File: config.mk
export PLATFORM = sky130hd
export DESIGN_NAME = bpvs_sequencer
export DESIGN_NICKNAME = d
export VERILOG_FILES = /design/src/logic/bpvs_bus_cycle.v /design/src/logic/bpvs_sequencer.v
export VERILOG_INCLUDE_DIRS = /design/src /design/src/logic
export SDC_FILE = /design/constraint.sdc
export NUM_CORES = 1
export LEC_CHECK = 0
export ABC_CLOCK_PERIOD_IN_PS = 3100
export BUFFER_PORTS_ARGS = -buffer_cell sky130_fd_sc_hd__buf_2
export CAP_MARGIN = 10
export CORE_ASPECT_RATIO = 1.25
export CORE_MARGIN = 2
export CORE_UTILIZATION = 59
export CTS_CLUSTER_DIAMETER = 60
export CTS_CLUSTER_SIZE = 25
export DETAILED_ROUTE_END_ITERATION = 8
export PLACE_DENSITY_LB_ADDON = 0.25
export SETUP_SLACK_MARGIN = 0.02
export SLEW_MARGIN = 15
export SYNTH_ARGS = -nofsm -noshare
export SYNTH_HDL_FRONTEND = slang
export SYNTH_SLANG_ARGS = --single-unit
File: constraint.sdc
create_clock -name clk -period 3.1 [get_ports clk]
set_clock_uncertainty 0.05 [all_clocks]
set_input_delay 0.775 -clock clk [delete_from_list [all_inputs] [get_ports clk]]
set_output_delay 0.775 -clock clk [all_outputs]
set_load 0.02 [all_outputs]
File: src/logic/bpvs_defs.vh
`ifndef BPVS_DEFS_VH
`define BPVS_DEFS_VH
// ----------------------------------------
// Command codes
// ----------------------------------------
`define BPVS_CMD_PGM_SETUP 8'h40
`define BPVS_CMD_PGM_VERIFY 8'hc0
`define BPVS_CMD_ERASE 8'h20
`define BPVS_CMD_ERASE_VERIFY 8'ha0
`define BPVS_CMD_RESET 8'hff
`define BPVS_DATA_ZERO 8'h00
`define BPVS_DATA_ERASED 8'hff
// ----------------------------------------
// Timing figures and counts at 25 MHz
// ----------------------------------------
`define BPVS_CLK_MHZ 25
`define BPVS_PGM_PULSE_US 10
`define BPVS_RECOVERY_US 6
`define BPVS_ERASE_PULSE_MS 10
`define BPVS_SUPPLY_SETTLE_NS 100
`define BPVS_CLK_PERIOD_NS 40
`define BPVS_PGM_PULSE_CYC (`BPVS_PGM_PULSE_US * `BPVS_CLK_MHZ)
`define BPVS_RECOVERY_CYC (`BPVS_RECOVERY_US * `BPVS_CLK_MHZ)
`define BPVS_ERASE_PULSE_CYC (`BPVS_ERASE_PULSE_MS * 1000 * `BPVS_CLK_MHZ)
`define BPVS_SETTLE_CYC ((`BPVS_SUPPLY_SETTLE_NS + `BPVS_CLK_PERIOD_NS - 1) / `BPVS_CLK_PERIOD_NS)
`define BPVS_MAX_PGM_PULSES 25
`define BPVS_MAX_ERASE_PULSES 1000
// ----------------------------------------
// Write strobe phases
// ----------------------------------------
`define BPVS_WE_SETUP_CYC 2
`define BPVS_WE_LOW_CYC 3
`define BPVS_WE_HOLD_CYC 2
`define BPVS_RD_CYC 3
`endif

File: src/logic/bpvs_bus_cycle.v
`default_nettype none
`include "bpvs_defs.vh"
// One write or read cycle on the flash pins
module bpvs_bus_cycle #(
  parameter AW = 15
) (
  // Clock and reset
  input wire clk,
  input wire rstn,
  // Request
  input wire start,
  input wire is_write,
  input wire [AW-1:0] addr,
  input wire [7:0] wdata,
  output reg done_q,
  output reg [7:0] rdata_q,
  // Flash pins
  output reg [AW-1:0] flash_addr_q,
  output reg [7:0] flash_dq_out_q,
  output reg flash_dq_oe_n_q,
  input wire [7:0] flash_dq_in,
  output reg flash_ce_n_q,
  output reg flash_oe_n_q,
  output reg flash_we_n_q
);
  localparam S_IDLE = 2'd0;
  localparam S_SETUP = 2'd1;
  localparam S_ACTIVE = 2'd2;
  localparam S_HOLD = 2'd3;
  reg [1:0] st_q;
  reg [3:0] cnt_q;
  reg wr_q;
  always @(posedge clk or negedge rstn) begin
    if (!rstn) begin
      st_q <= S_IDLE;
      cnt_q <= 4'h0;
      wr_q <= 1'b0;
      done_q <= 1'b0;
      rdata_q <= 8'h00;
      flash_addr_q <= {AW{1'b0}};
      flash_dq_out_q <= 8'h00;
      flash_dq_oe_n_q <= 1'b1;
      flash_ce_n_q <= 1'b1;
      flash_oe_n_q <= 1'b1;
      flash_we_n_q <= 1'b1;
    end else begin
      done_q <= 1'b0;
      case (st_q)
        S_IDLE: begin
          if (start) begin
            wr_q <= is_write;
            flash_addr_q <= addr;
            flash_dq_out_q <= wdata;
            flash_dq_oe_n_q <= ~is_write;
            flash_ce_n_q <= 1'b0;
            cnt_q <= 4'h0;
            st_q <= S_SETUP;
          end
        end
        S_SETUP: begin
          cnt_q <= cnt_q + 4'h1;
          if (cnt_q == `BPVS_WE_SETUP_CYC - 1) begin
            cnt_q <= 4'h0;
            // Address is latched by the device on this falling edge
            if (wr_q) flash_we_n_q <= 1'b0;
            else flash_oe_n_q <= 1'b0;
            st_q <= S_ACTIVE;
          end
        end
        S_ACTIVE: begin
          cnt_q <= cnt_q + 4'h1;
          if (cnt_q == (wr_q ? `BPVS_WE_LOW_CYC - 1 : `BPVS_RD_CYC - 1)) begin
            cnt_q <= 4'h0;
            // Data latched on the rising edge of write enable
            flash_we_n_q <= 1'b1;
            flash_oe_n_q <= 1'b1;
            if (!wr_q) rdata_q <= flash_dq_in;
            st_q <= S_HOLD;
          end
        end
        S_HOLD: begin
          cnt_q <= cnt_q + 4'h1;
          if (cnt_q == `BPVS_WE_HOLD_CYC - 1) begin
            flash_ce_n_q <= 1'b1;
            flash_dq_oe_n_q <= 1'b1;
            done_q <= 1'b1;
            st_q <= S_IDLE;
          end
        end
        default: st_q <= S_IDLE;
      endcase
    end
  end
endmodule // bpvs_bus_cycle
`default_nettype wire

File: src/logic/bpvs_sequencer.v
`default_nettype none
`include "bpvs_defs.vh"
// Overview of operation
// - Host ends every pulse with verify code
// - Wait recovery interval before verify read
// - Time program pulse, then issue verify
// - Compare; match advances, mismatch retries byte
// - At most twenty-five pulses per byte
// - Addresses may come in any order
// - Write reset code when programming done
// - Wait for supply to settle first
// - End pulse on time, never stretched
// - Erase fail: erase again, resume there
// - At most one thousand erase pulses
// - Time erase pulse, follow with verify
// - Program all zeros before erasing
// - Erase verify code carries check address
// - Abort after setup with two resets
module bpvs_sequencer #(
  parameter AW = 15,
  parameter ERASE_PULSE_CYC = `BPVS_ERASE_PULSE_CYC,
  parameter [AW-1:0] LAST_ADDR = {AW{1'b1}}
) (
  // Clock and reset
  input wire clk,
  input wire rstn,
  // User commands
  input wire prog_start,
  input wire [AW-1:0] prog_addr,
  input wire [7:0] prog_data,
  input wire erase_start,
  input wire abort,
  output reg busy_q,
  output reg done_q,
  output reg fail_q,
  // Flash pins
  output reg program_supply_high_q,
  output wire [AW-1:0] flash_addr,
  output wire [7:0] flash_dq_out,
  output wire flash_dq_oe_n,
  input wire [7:0] flash_dq_in,
  output wire flash_ce_n,
  output wire flash_oe_n,
  output wire flash_we_n
);
  // ----------------------------------------
  // State codes
  // ----------------------------------------
  localparam S_IDLE = 5'd0;
  localparam S_SETTLE = 5'd1;
  localparam S_P_SETUP = 5'd2;
  localparam S_P_CMD = 5'd3;
  localparam S_P_PULSE = 5'd4;
  localparam S_P_VFY = 5'd5;
  localparam S_P_REC = 5'd6;
  localparam S_P_READ = 5'd7;
  localparam S_E_SETUP = 5'd8;
  localparam S_E_CMD = 5'd9;
  localparam S_E_PULSE = 5'd10;
  localparam S_E_VFY = 5'd11;
  localparam S_E_REC = 5'd12;
  localparam S_E_READ = 5'd13;
  localparam S_RESET1 = 5'd14;
  localparam S_RESET2 = 5'd15;
  localparam S_FINISH = 5'd16;
  // ----------------------------------------
  // Interval limits
  // ----------------------------------------
  localparam CW = 20;
  localparam [CW-1:0] SETTLE_LAST = `BPVS_SETTLE_CYC;
  localparam [CW-1:0] PULSE_LAST = `BPVS_PGM_PULSE_CYC - 1;
  localparam [CW-1:0] REC_LAST = `BPVS_RECOVERY_CYC - 1;
  localparam [CW-1:0] ERASE_LAST = ERASE_PULSE_CYC - 1;
  localparam [4:0] PGM_LIMIT = `BPVS_MAX_PGM_PULSES;
  localparam [9:0] ERASE_LIMIT = `BPVS_MAX_ERASE_PULSES;
  // ----------------------------------------
  // Sequence state and captured request
  // ----------------------------------------
  reg [4:0] st_q;
  reg [CW-1:0] tmr_q;
  reg tmr_clr;
  reg [4:0] ppls_q;
  reg [9:0] epls_q;
  reg [AW-1:0] addr_q;
  reg [7:0] data_q;
  reg zero_fill_q;
  reg fail_flag_q;
  reg issued_q;
  wire byte_match;
  wire byte_erased;
  wire at_last;
  // ----------------------------------------
  // Bus cycle engine
  // ----------------------------------------
  reg cyc_start;
  reg cyc_write;
  reg [7:0] cyc_wdata;
  wire cyc_done;
  wire [7:0] cyc_rdata;
  bpvs_bus_cycle #(
    .AW(AW)
  ) u_cycle (
    .clk(clk),
    .rstn(rstn),
    .start(cyc_start),
    .is_write(cyc_write),
    .addr(addr_q),
    .wdata(cyc_wdata),
    .done_q(cyc_done),
    .rdata_q(cyc_rdata),
    .flash_addr_q(flash_addr),
    .flash_dq_out_q(flash_dq_out),
    .flash_dq_oe_n_q(flash_dq_oe_n),
    .flash_dq_in(flash_dq_in),
    .flash_ce_n_q(flash_ce_n),
    .flash_oe_n_q(flash_oe_n),
    .flash_we_n_q(flash_we_n)
  );
  // ----------------------------------------
  // Bus cycle request per state
  // ----------------------------------------
  always @* begin
    cyc_write = 1'b1;
    cyc_wdata = `BPVS_CMD_RESET;
    case (st_q)
      S_P_SETUP: cyc_wdata = `BPVS_CMD_PGM_SETUP;
      // Address and data in one cycle
      S_P_CMD: cyc_wdata = data_q;
      S_P_VFY: cyc_wdata = `BPVS_CMD_PGM_VERIFY;
      S_E_SETUP: cyc_wdata = `BPVS_CMD_ERASE;
      S_E_CMD: cyc_wdata = `BPVS_CMD_ERASE;
      S_E_VFY: cyc_wdata = `BPVS_CMD_ERASE_VERIFY;
      S_P_READ: cyc_write = 1'b0;
      S_E_READ: cyc_write = 1'b0;
      default: cyc_wdata = `BPVS_CMD_RESET;
    endcase
    cyc_start = 1'b0;
    case (st_q)
      S_P_SETUP, S_P_CMD, S_P_VFY, S_P_READ, S_E_SETUP, S_E_CMD,
      S_E_VFY, S_E_READ, S_RESET1, S_RESET2: cyc_start = ~issued_q;
      default: cyc_start = 1'b0;
    endcase
  end
  // ----------------------------------------
  // Verify comparison
  // ----------------------------------------
  assign byte_match = (cyc_rdata == data_q);
  assign byte_erased = (cyc_rdata == `BPVS_DATA_ERASED);
  assign at_last = (addr_q == LAST_ADDR);
  // ----------------------------------------
  // Interval timer
  // ----------------------------------------
  // Cleared on entry to every timed wait
  always @* begin
    tmr_clr = 1'b0;
    case (st_q)
      S_IDLE: tmr_clr = 1'b1;
      S_P_CMD, S_P_VFY, S_E_CMD, S_E_VFY: tmr_clr = cyc_done;
      default: tmr_clr = 1'b0;
    endcase
  end
  always @(posedge clk or negedge rstn) begin
    if (!rstn) begin
      tmr_q <= {CW{1'b0}};
    end else if (tmr_clr) begin
      tmr_q <= {CW{1'b0}};
    end else begin
      tmr_q <= tmr_q + {{(CW-1){1'b0}}, 1'b1};
    end
  end
  // ----------------------------------------
  // Sequence control
  // ----------------------------------------
  always @(posedge clk or negedge rstn) begin
    if (!rstn) begin
      st_q <= S_IDLE;
      ppls_q <= 5'd0;
      epls_q <= 10'd0;
      addr_q <= {AW{1'b0}};
      data_q <= 8'h00;
      zero_fill_q <= 1'b0;
      fail_flag_q <= 1'b0;
      issued_q <= 1'b0;
      busy_q <= 1'b0;
      done_q <= 1'b0;
      fail_q <= 1'b0;
      program_supply_high_q <= 1'b0;
    end else begin
      done_q <= 1'b0;
      if (cyc_start) issued_q <= 1'b1;
      if (cyc_done) issued_q <= 1'b0;
      case (st_q)
        S_IDLE: begin
          if (prog_start || erase_start) begin
            busy_q <= 1'b1;
            fail_q <= 1'b0;
            fail_flag_q <= 1'b0;
            program_supply_high_q <= 1'b1;
            zero_fill_q <= erase_start;
            addr_q <= erase_start ? {AW{1'b0}} : prog_addr;
            data_q <= erase_start ? `BPVS_DATA_ZERO : prog_data;
            ppls_q <= 5'd0;
            epls_q <= 10'd0;
            st_q <= S_SETTLE;
          end
        end
        S_SETTLE: if (tmr_q >= SETTLE_LAST) st_q <= S_P_SETUP;
        S_P_SETUP: if (cyc_done) st_q <= abort ? S_RESET1 : S_P_CMD;
        S_P_CMD: if (cyc_done) begin
          ppls_q <= ppls_q + 5'd1;
          st_q <= S_P_PULSE;
        end
        S_P_PULSE: if (tmr_q >= PULSE_LAST) st_q <= S_P_VFY;
        S_P_VFY: if (cyc_done) begin
          st_q <= S_P_REC;
        end
        S_P_REC: if (tmr_q >= REC_LAST) st_q <= S_P_READ;
        S_P_READ: if (cyc_done) begin
          if (byte_match) begin
            if (zero_fill_q && !at_last) begin
              addr_q <= addr_q + {{(AW-1){1'b0}}, 1'b1};
              ppls_q <= 5'd0;
              st_q <= S_P_SETUP;
            end else if (zero_fill_q) begin
              zero_fill_q <= 1'b0;
              addr_q <= {AW{1'b0}};
              st_q <= S_E_SETUP;
            end else begin
              st_q <= S_RESET1;
            end
          end else if (ppls_q >= PGM_LIMIT) begin
            fail_flag_q <= 1'b1;
            st_q <= S_RESET1;
          end else begin
            st_q <= S_P_SETUP;
          end
        end
        S_E_SETUP: if (cyc_done) st_q <= abort ? S_RESET1 : S_E_CMD;
        S_E_CMD: if (cyc_done) begin
          epls_q <= epls_q + 10'd1;
          st_q <= S_E_PULSE;
        end
        S_E_PULSE: if (tmr_q >= ERASE_LAST) st_q <= S_E_VFY;
        S_E_VFY: if (cyc_done) begin
          st_q <= S_E_REC;
        end
        S_E_REC: if (tmr_q >= REC_LAST) st_q <= S_E_READ;
        S_E_READ: if (cyc_done) begin
          if (byte_erased) begin
            if (at_last) begin
              st_q <= S_RESET1;
            end else begin
              addr_q <= addr_q + {{(AW-1){1'b0}}, 1'b1};
              st_q <= S_E_VFY;
            end
          end else if (epls_q >= ERASE_LIMIT) begin
            fail_flag_q <= 1'b1;
            st_q <= S_RESET1;
          end else begin
            st_q <= S_E_SETUP;
          end
        end
        // Reset code; twice covers setup abort
        S_RESET1: if (cyc_done) st_q <= S_RESET2;
        S_RESET2: if (cyc_done) st_q <= S_FINISH;
        S_FINISH: begin
          program_supply_high_q <= 1'b0;
          busy_q <= 1'b0;
          done_q <= 1'b1;
          fail_q <= fail_flag_q;
          st_q <= S_IDLE;
        end
        default: st_q <= S_IDLE;
      endcase
    end
  end
endmodule // bpvs_sequencer
`default_nettype wire

==> flow_metrics.tcl, run 1 <==
set metrics [dict create \
    dpl_cell_area_sq_mm 0.00660 \
    fmax_ghz 0.380 \
    cts_buffers 9 \
    cts-root-buf "clkbuf_16" \
    holdWs_ns 0.294 \
    grt-ovfl-total 0 \
    vias_per_cell 6.07 \
    netlist_instances 656 \
    ys_async_sr_fraction_pct 100 \
    yosysTopAreaCell "dfrtp_1" \
    cap_violations 0 \
    syn_to_final_growth_pct 13.1 \
    synth_edf_count 0 \
    drtIter0Drc 326 \
    grt_first_pass_wirelength_microns 24000 \
    r2r_end "addr_q[3]$_DFFE_PN0P_" \
    rows 41 \
    ios 67 \
    synth_cell_types 69 \
    final_util_pct 68.8 \
    ys_warn_count 0 \
    synth_seq_cells 112 \
    status "complete, no violations" \
    ctsLongestPathBuffers 2 \
    ys_seq_area_share_pct 45.7 \
    grt_pass1_vias 5070 \
    hold_viol 0 \
    fill_cells 781 \
    vias 5150 \
    start_util_pct 60.9 \
    io_buffers 66 \
    cts_tree "built" \
    required_ns 3.28 \
    gp_congestion 0.951 \
    worstSetupPathType "flop to flop" \
    finalSetupViolCount 0 \
    finalMaxSlewViolations 0 \
    r2r_slack_ns 0.47 \
    postCtsSetupBuffers 0 \
    yosys.area.top_type_share_pct 43.9 \
    tightest_slew_ns 0.921 \
    clk_latency_ns 0.36 \
    r2r_cells 7 \
    seqPwrFrac_pct 50.5 \
    hp-class "primary input to async pin" \
    place.detailed.hpwl_microns 10200 \
    clkPwrFrac_pct 46.5 \
    post_drt_wl_per_cell_microns 16.8 \
    die_x_microns 95.3 \
    final_common_cell "dfrtp_1" \
    syn_nets 708 \
    drive_gt1_share_pct 18.0 \
    syn-cell-area_sq_mm 0.00615 \
    die_h_microns 118 \
    critical_path.max_fanout 28 \
    p_int_mw 2.30 \
    cellPowerDensity_mw_per_mm2 419 \
    finalNetCount 765 \
    cts.clk_slew.worst_paths_ns 0.07 \
    p_sw_share_pct 21.1 \
    drc 0 \
    place_inst 831 \
    fin_cells 848 \
    cts.htree.levels 3 \
    p_comb_share_pct 3.0 \
    relSlewSlack_pct 38.2 \
    netSwitchingPower_mw 0.616 \
    synth_area_leaders "dfrtp_1, nor2_1, a21oi_1" \
    avgSynthCellArea_sq_um 9.37 \
    final_cell_mix "dfrtp_1, nor2_1, buf_2, nand2_1, a21oi_1" \
    track_usage_pct 26.8 \
    grt_max_degree 57 \
    cts_resized 0 \
    coreArea_sq_mm 0.0101 \
    antenna_found_initial 1 \
    die-area_sq_mm 0.0113 \
    finalSetupTns_ns 0 \
    cp.arrival_ns 2.82 \
    total_leakage_power_nw 3.16 \
    cts_hold_buf 0 \
    ys.flop_type "dfrtp_1" \
    period_minus_slack_ns 2.63 \
    rsz0062_at_grt "no" \
    final_cell_area_sq_mm 0.00695 \
    drtAntennaViolNets 0 \
    r2r_start "addr_q[0]$_DFFE_PN0P_" \
    drtPass1Iterations 5 \
    cp-start-kind "flop" \
    end_kind "flop" \
    peakVddDrop_mv 0.230 \
    routed_wl_microns 14300 \
    clock-sinks 112 \
    fin_crit_sh_pct 84.9 \
]
synthesized netlist by cell type (all sizes together) (3+ instances only):
master and count:
nand2 55, dfstp 4, inv 22, or2 3, dfrtp 108, nand3b 12, nor2 72, and2 4
a31oi 10, and3 8, a21oi 50, clkbuf 21, or4 3, nor4 11, ha 16, nor2b 6
nand3 24, o211ai 4, nor3b 4, a211oi 3, xnor2 17, o21ai 55, and4 6, mux2i 8
nand2b 5, nand4 16, buf 11, mux2 29, nor3 22, xor2 16, o31ai 5
stage by stage:
stage	setup WS, ns	power (mW)
floorplan	0.924	1.52
global placement	0.543	1.59
detailed placement	0.489	1.59
CTS	0.468	2.93
global route	0.214	3.00
finish	0.468	2.91
how the worst max path moves through the flow:
stage	to	slack, ns	cells after the start	from
floorplan	ppls_q[0]$_DFFE_PN0P_	0.92	7	addr_q[0]$_DFFE_PN0P_
global placement	addr_q[5]$_DFFE_PN0P_	0.54	7	addr_q[0]$_DFFE_PN0P_
detailed placement	addr_q[3]$_DFFE_PN0P_	0.49	7	addr_q[0]$_DFFE_PN0P_
CTS	addr_q[3]$_DFFE_PN0P_	0.47	7	addr_q[0]$_DFFE_PN0P_
global route	addr_q[3]$_DFFE_PN0P_	0.21	7	addr_q[0]$_DFFE_PN0P_
finish	addr_q[3]$_DFFE_PN0P_	0.47	7	addr_q[0]$_DFFE_PN0P_
layer usage:
metal | global-route usage [%] | part of all wire [%] | up-vias
li1 | - | - | 2453
met1 | 33.4 | 41 | 2496
met2 | 45.8 | 52 | 163
met3 | 4.02 | 4.5 | 38
met4 | 10.8 | 2.7 | 0
met5 | 0 | 0 | -
power groups by stage:
stage | clock (mW) | sequential, mW | combinational [mW]
floorplan | 0 | 1.50 | 0.0239
global placement | 0 | 1.50 | 0.0872
global route | 1.42 | 1.47 | 0.0992
finish | 1.36 | 1.47 | 0.0879
CTS | 1.37 | 1.47 | 0.0901
detailed placement | 0 | 1.50 | 0.0892
state kept, by name, summed over array words and instances, names as in the netlist, 2 cells and up:
| register | count |
|---|---|
| data_q | 8 |
| st_q | 5 |
| epls_q | 10 |
| u_cycle.flash_addr_q | 15 |
| u_cycle.flash_dq_out_q | 8 |
| u_cycle.rdata_q | 8 |
| ppls_q | 5 |
| tmr_q | 20 |
| u_cycle.cnt_q | 4 |
| u_cycle.st_q | 2 |
| addr_q | 15 |
cells by family after synthesis:
family                   share of synthesized area [%]
multiplexers                                      6.61
XOR/XNOR                                          4.70
AND/OR/NAND/NOR                                   21.5
adder cells (fa/ha/maj)                           3.26
flip-flops                                        45.7
AO/OA/AOI/OAI                                     14.5
buffers and inverters                             3.78
cell type report:
type | count | area [sq um] | share of cell area [%]
Tap cell | 129 | 161 | 2.32
Sequential cell | 112 | 2810 | 40.4
Clock inverter | 7 | 124 | 1.78
Multi-Input combinational cell | 490 | 3120 | 44.8
Clock buffer | 9 | 225 | 3.24
Antenna cell | 1 | 2.50 | 0.0360
Timing Repair Buffer | 78 | 435 | 6.26
Inverter | 22 | 82.6 | 1.19
worst max-delay path, cell delays in order (launching register included):
cell and delay [ns]:
dfrtp_1 0.43, ha_1 0.25, nand3_2 0.15, or4_4 0.56, a31oi_4 0.63, and2b_1 0.26
o21ai_1 0.11, o21ai_1 0.08
(Power assumes the default switching activity.)
==> run 2, diff against run 1 <==
--- a/config.mk
+++ b/config.mk
@@ -6,12 +6,13 @@
 export SDC_FILE = /design/constraint.sdc
 export NUM_CORES = 1
 export LEC_CHECK = 0
-export ABC_CLOCK_PERIOD_IN_PS = 3100
+export ABC_AREA = 1
+export ABC_CLOCK_PERIOD_IN_PS = 2700
 export BUFFER_PORTS_ARGS = -buffer_cell sky130_fd_sc_hd__buf_2
 export CAP_MARGIN = 10
 export CORE_ASPECT_RATIO = 1.25
 export CORE_MARGIN = 2
-export CORE_UTILIZATION = 59
+export CORE_UTILIZATION = 60
 export CTS_CLUSTER_DIAMETER = 60
 export CTS_CLUSTER_SIZE = 25
 export DETAILED_ROUTE_END_ITERATION = 8
==> constraint.sdc (replaced) <==
create_clock -name clk -period 2.7 [get_ports clk]
set_clock_uncertainty 0.05 [all_clocks]
set_input_delay 0.675 -clock clk [delete_from_list [all_inputs] [get_ports clk]]
set_output_delay 0.675 -clock clk [all_outputs]
set_load 0.02 [all_outputs]
==> run 2 against run 1 <==
  * Critical path depth is 3 higher
  * Utilization grew 0.49 points
  * Register-to-register slack worse by 0.07 ns
  * First-iteration DRC count shrank 7.4%
  * Cell count increased by 30%
  * Global-route usage decreased by 0.38 points
  * Via count is 14% higher
  * Flip-flop and latch count unchanged
  * Hold slack got worse by 0.15 ns
  * Non-clock buffer count is 2 lower
  * Area after synthesis grew 7.7%
  * Largest cell class unchanged
==> flow_metrics.tcl, run 2 <==
set metrics [dict create \
    cp.arrival_ns 2.49 \
    rsz0062_at_grt "no" \
    drtPass1Iterations 5 \
    final_cell_area_sq_mm 0.00739 \
    synthTopCellsByCount "nand2_1, dfrtp_1, nor2_1" \
    vias_per_cell 5.32 \
    drtIter0Drc 302 \
    grt_first_pass_wirelength_microns 25700 \
    critical_path.max_fanout 14 \
    synth_edf_count 0 \
    finalSetupViolCount 0 \
    holdWs_ns 0.140 \
    die_x_microns 98.0 \
    total_power_mw 7.20 \
    total_leakage_power_nw 3.75 \
    ys_seq_area_share_pct 42.4 \
    drtAntennaViolNets 0 \
    die-area_sq_mm 0.0119 \
    ios 67 \
    ctsLongestPathBuffers 2 \
    ys_async_sr_fraction_pct 100 \
    avgSynthCellArea_sq_um 7.42 \
    cts-root-buf "clkbuf_16" \
    final_common_cell "nand2_1" \
    cts_tree "built" \
    hp-class "primary input to async pin" \
    finalSetupTns_ns 0 \
    cts_resized 0 \
    hold_viol 0 \
    synth_cell_types 41 \
    crit_chain "nor2_2, nand3_4, inv_1, nand2_2, inv_2, nor3_1, a21oi_2, nand3_2, nand2_1, nand2_1" \
    fill_cells 940 \
    place.detailed.hpwl_microns 11200 \
    critical-path-max-stage-delay_ns 0.52 \
    finalMaxSlewViolations 0 \
    die_h_microns 121 \
    syn_to_final_growth_pct 11.6 \
    final_cell_mix "nand2_1, dfrtp_1, nor2_1, inv_1, buf_2" \
    syn_nets 945 \
    required_ns 2.88 \
    grt-ovfl-total 0 \
    clk_latency_ns 0.35 \
    fmax_ghz 0.434 \
    period_minus_slack_ns 2.31 \
    io_buffers 66 \
    gp_congestion 1.01 \
    syn-cell-area_sq_mm 0.00662 \
    cts.clk_slew.worst_paths_ns 0.07 \
    routed_wl_microns 14900 \
    top_regs "tmr_q: 20 flops, addr_q: 15 flops, u_cycle.flash_addr_q: 15 flops" \
    peakVddDrop_mv 0.512 \
    relSlewSlack_pct 56.6 \
    post_drt_wl_per_cell_microns 13.5 \
    cp-start-kind "flop" \
    largest_reg_flops 20 \
    antenna_cells 0 \
    dpl_cell_area_sq_mm 0.00710 \
    finalNetCount 1015 \
    tightest_slew_ns 0.644 \
    cts.htree.levels 3 \
    clock-sinks 112 \
    coreArea_sq_mm 0.0107 \
    cap_violations 0 \
    start_util_pct 62.1 \
    critPathSlowestCell "dfrtp_1" \
    track_usage_pct 26.4 \
    crit_family "simple AND/OR/NAND/NOR gates" \
    fin_crit_sh_pct 85.4 \
    netlist_instances 893 \
    drc 0 \
    synth_most_common_cell "nand2_1" \
    cts_buffers 9 \
    synth_area_leaders "dfrtp_1, nand2_1, nor2_1" \
    grt_pass1_vias 5616 \
    yosysTopAreaCell "dfrtp_1" \
    grt_max_degree 48 \
    status "complete, no violations" \
    postCtsSetupBuffers 0 \
    rows 42 \
    yosys.area.top_type_share_pct 40.8 \
    cts_hold_buf 0 \
    ys.flop_type "dfrtp_1" \
    synth_seq_cells 112 \
    top_register "tmr_q" \
    antenna_found_initial 0 \
    ys_warn_count 0 \
    end_kind "flop" \
    drive_gt1_share_pct 13.7 \
    vias 5856 \
    cpMostUsedCell "nand2_1" \
    path_buf_inv 2 \
    worstSetupPathType "flop to flop" \
    cellPowerDensity_mw_per_mm2 974 \
]
-- run 2: kinds of logic after synthesis --
kind of cell / count (synthesis) / synth area share (%)
and+or+nand+nor: 503 / 32.9
AOI/OAI and AO/OA: 115 / 9.56
DFF: 112 / 42.4
buffers and inverters: 110 / 6.99
xor gates and xnor gates: 31 / 4.10
adders and majority gates: 16 / 3.02
muxes: 6 / 1.02
-- run 2: final cells by class --
cell class / count / area, sq um / area share (%)
Inverter: 93 / 349 / 4.72
Clock inverter: 7 / 72.6 / 0.982
Multi-Input combinational cell: 671 / 3350 / 45.4
Timing Repair Buffer: 76 / 420 / 5.69
Sequential cell: 112 / 2810 / 38.0
Tap cell: 132 / 165 / 2.23
Clock buffer: 9 / 225 / 3.05
-- run 2: worst register-to-register path, delay by kind of cell (launching register included) --
| kind | cells | cell delay [ns] |
|---|---|---|
| and+or+nand+nor | 7 | 1.02 |
| DFF | 1 | 0.52 |
| AOI/OAI and AO/OA | 1 | 0.27 |
| buffers and inverters | 2 | 0.35 |
-- run 2: final timing paths --
check	start	end	slack, ns	depth (start not counted)
worst max-delay path	st_q[1]$_DFFE_PN0P_	ppls_q[4]$_DFFE_PN0P_	0.39	10
min in group clk	u_cycle.flash_dq_oe_n_q$_DFFE_PN1P_	u_cycle.flash_dq_oe_n_q$_DFFE_PN1P_	0.41	2
worst min-delay path	rstn	u_cycle.flash_dq_out_q[3]$_DFFE_PN0P_	0.14	1
worst max register to register	st_q[1]$_DFFE_PN0P_	ppls_q[4]$_DFFE_PN0P_	0.39	10
worst min register to register	u_cycle.flash_dq_oe_n_q$_DFFE_PN1P_	u_cycle.flash_dq_oe_n_q$_DFFE_PN1P_	0.41	2
max in group asynchronous	rstn	u_cycle.flash_ce_n_q$_DFFE_PN1P_	1.77	2
-- run 2: layer usage --
layer	part of all wire (%)	global-route usage [%]	vias to the layer above	wire [microns]
li1	-	-	3006	-
met1	44	34.0	2706	6580
met2	50	45.0	116	7450
met3	3.3	3.92	28	497
met4	2.5	9.98	0	373
met5	0	0	-	0
-- run 2: report_power, final --
| part | internal (mW) | switching [mW] | leakage [nW] |
|---|---|---|---|
| logic | 1.08 | 2.15 | 2.16 |
| clock network | 0.720 | 0.622 | 0.141 |
| registers | 2.17 | 0.453 | 1.46 |
-- run 2: metrics by stage --
step / utilization [%] / setup WS, ns / std cells
3_3_place_gp: 66.5 / 0.451 / 1084
6_report: 69.3 / 0.394 / 1100
5_1_grt: 69.3 / 0.163 / 1100
2_1_floorplan: - / 0.821 / 893
3_5_place_dp: 66.5 / 0.409 / 1084
4_1_cts: 69.3 / 0.403 / 1100
==> run 3, diff against run 2 <==
--- a/config.mk
+++ b/config.mk
@@ -7,18 +7,17 @@
 export NUM_CORES = 1
 export LEC_CHECK = 0
 export ABC_AREA = 1
-export ABC_CLOCK_PERIOD_IN_PS = 2700
+export ABC_CLOCK_PERIOD_IN_PS = 2900
 export BUFFER_PORTS_ARGS = -buffer_cell sky130_fd_sc_hd__buf_2
 export CAP_MARGIN = 10
-export CORE_ASPECT_RATIO = 1.25
 export CORE_MARGIN = 2
-export CORE_UTILIZATION = 60
+export CORE_UTILIZATION = 64
 export CTS_CLUSTER_DIAMETER = 60
 export CTS_CLUSTER_SIZE = 25
 export DETAILED_ROUTE_END_ITERATION = 8
 export PLACE_DENSITY_LB_ADDON = 0.25
 export SETUP_SLACK_MARGIN = 0.02
-export SLEW_MARGIN = 15
+export SLEW_MARGIN = 0
 export SYNTH_ARGS = -nofsm -noshare
 export SYNTH_HDL_FRONTEND = slang
 export SYNTH_SLANG_ARGS = --single-unit
==> constraint.sdc (replaced) <==
create_clock -name clk -period 2.9 [get_ports clk]
set_clock_uncertainty 0.05 [all_clocks]
set_input_delay 0.725 -clock clk [delete_from_list [all_inputs] [get_ports clk]]
set_output_delay 0.725 -clock clk [all_outputs]
set_load 0.02 [all_outputs]
==> run 3 against run 2 <==
  * Critical path depth increased by 2
  * Non-clock buffer count fell by 3
  * Register-to-register slack better by 0.08 ns
  * Largest cell class unchanged
==> flow_metrics.tcl, run 3 (same netlist as run 2, synthesis figures left out) <==
set metrics [dict create \
    post_drt_wl_per_cell_microns 13.4 \
    grt_first_pass_wirelength_microns 25100 \
    finalSetupViolCount 0 \
    fin_cells 1101 \
    vias_per_cell 5.36 \
    relSlewSlack_pct 53.7 \
    top_regs "tmr_q: 20 flops, addr_q: 15 flops, u_cycle.flash_addr_q: 15 flops" \
    required_ns 3.14 \
    cellPowerDensity_mw_per_mm2 878 \
    multiInputGateArea_sq_mm 0.00335 \
    grt-ovfl-total 0 \
    drtIter0Drc 409 \
    total_leakage_power_nw 3.70 \
    antenna_cells 0 \
    peakVddDrop_mv 0.583 \
    routed_wl_microns 14700 \
    drtPass1Iterations 6 \
    hp-class "primary input to async pin" \
    coreArea_sq_mm 0.0102 \
    cts.htree.levels 3 \
    io_buffers 66 \
    cts_hold_buf 0 \
    rows 37 \
    cp-start-kind "flop" \
    finalMaxSlewViolations 0 \
    worstSetupPathType "flop to flop" \
    final_cell_mix "nand2_1, dfrtp_1, nor2_1, inv_1, buf_2" \
    finalNetCount 1012 \
    end_kind "flop" \
    top_register "tmr_q" \
    die_h_microns 106 \
    total_power_mw 6.40 \
    clk_latency_ns 0.39 \
    clock-sinks 112 \
    cts_buffers 9 \
    fill_cells 862 \
    drive_gt1_share_pct 13.5 \
    place.detailed.hpwl_microns 11000 \
    final_common_cell "nand2_1" \
    die-area_sq_mm 0.0112 \
    grt_max_degree 45 \
    postCtsSetupBuffers 0 \
    start_util_pct 65.0 \
    antenna_found_initial 0 \
    cts_tree "built" \
    gp_congestion 0.994 \
    drtAntennaViolNets 0 \
    syn_to_final_growth_pct 9.95 \
    cap_violations 0 \
    seqCellArea_sq_mm 0.00281 \
    fmax_ghz 0.412 \
    cts_resized 0 \
    critical_path.max_fanout 20 \
    die_x_microns 106 \
    track_usage_pct 27.8 \
    cts.clk_slew.worst_paths_ns 0.10 \
    place_inst 1085 \
    largest_reg_flops 20 \
    ios 67 \
    tightest_slew_ns 0.693 \
    vias 5904 \
    status "complete, no violations" \
    finalSetupTns_ns 0 \
    drc 0 \
    rsz0062_at_grt "no" \
    ctsLongestPathBuffers 2 \
    cts-root-buf "clkbuf_8" \
    fin_crit_sh_pct 83.7 \
    grt_pass1_vias 5511 \
    period_minus_slack_ns 2.43 \
    cp.arrival_ns 2.66 \
    hold_viol 0 \
]
## run 3: cell count changes in the layout (fill, tap and decap cells not counted)
cell and delta:
clkbuf_16 -9, clkbuf_8 +10, buf_4 -3, clkinv_4 -1, inv_6 +1, clkinv_2 -1
## run 3: through the flow
stage | hold WS [ns] | setup slack (ns) | util (%) | area (sq um)
6_report | 0.264 | 0.473 | 71.5 | 7280
5_1_grt | 0.306 | 0.230 | 71.5 | 7280
4_1_cts | 0.281 | 0.503 | 71.5 | 7280
3_5_place_dp | 0.405 | 0.354 | 69.5 | 7080
3_3_place_gp | 0.398 | 0.440 | 69.5 | 7080
2_1_floorplan | 0.379 | 0.971 | - | 6620
## run 3: metal layers
layer,share of wire (%),vias to the layer above,global-route usage [%]
li1,-,3000,-
met1,45,2714,37.0
met2,49,165,46.5
met3,4.6,25,4.33
met4,1.9,0,9.77
met5,0,-,0
## run 3: final timing paths
check	cells after the start	startpoint	end	slack, ns
setup / recovery	12	st_q[4]$_DFFE_PN0P_	u_cycle.flash_addr_q[14]$_DFFE_PN0P_	0.47
min in group clk	2	u_cycle.flash_dq_oe_n_q$_DFFE_PN1P_	u_cycle.flash_dq_oe_n_q$_DFFE_PN1P_	0.42
setup reg to reg	12	st_q[4]$_DFFE_PN0P_	u_cycle.flash_addr_q[14]$_DFFE_PN0P_	0.47
hold / removal	1	rstn	u_cycle.rdata_q[4]$_DFFE_PN0P_	0.26
hold reg to reg	2	u_cycle.flash_dq_oe_n_q$_DFFE_PN1P_	u_cycle.flash_dq_oe_n_q$_DFFE_PN1P_	0.42
max in group asynchronous	2	rstn	u_cycle.flash_dq_oe_n_q$_DFFE_PN1P_	1.81
## run 3: cell type report
cell class,instances,share of cell area (%)
multi-input combinational,671,46.0
inverter,93,4.79
tap,136,2.34
sequential,112,38.6
timing repair buffer,73,5.46
clock buffer,10,1.89
clock inverter,6,0.928
## run 3: report_power, final
group	switching, mW	internal, mW
registers	0.425	2.02
logic	1.99	0.993
clock network	0.544	0.426
## run 3: worst max-delay path, cell delays in order, from the launching register on
cell and delay, ns:
dfrtp_1 0.45, inv_2 0.22, nand2_1 0.15, nor2_4 0.18, nand2_1 0.10, nand2_1 0.14, nor2_1 0.08, nand3_2 0.09
nand2_2 0.25, nor2_2 0.19, buf_4 0.24, nand2_1 0.08, o21a_1 0.10
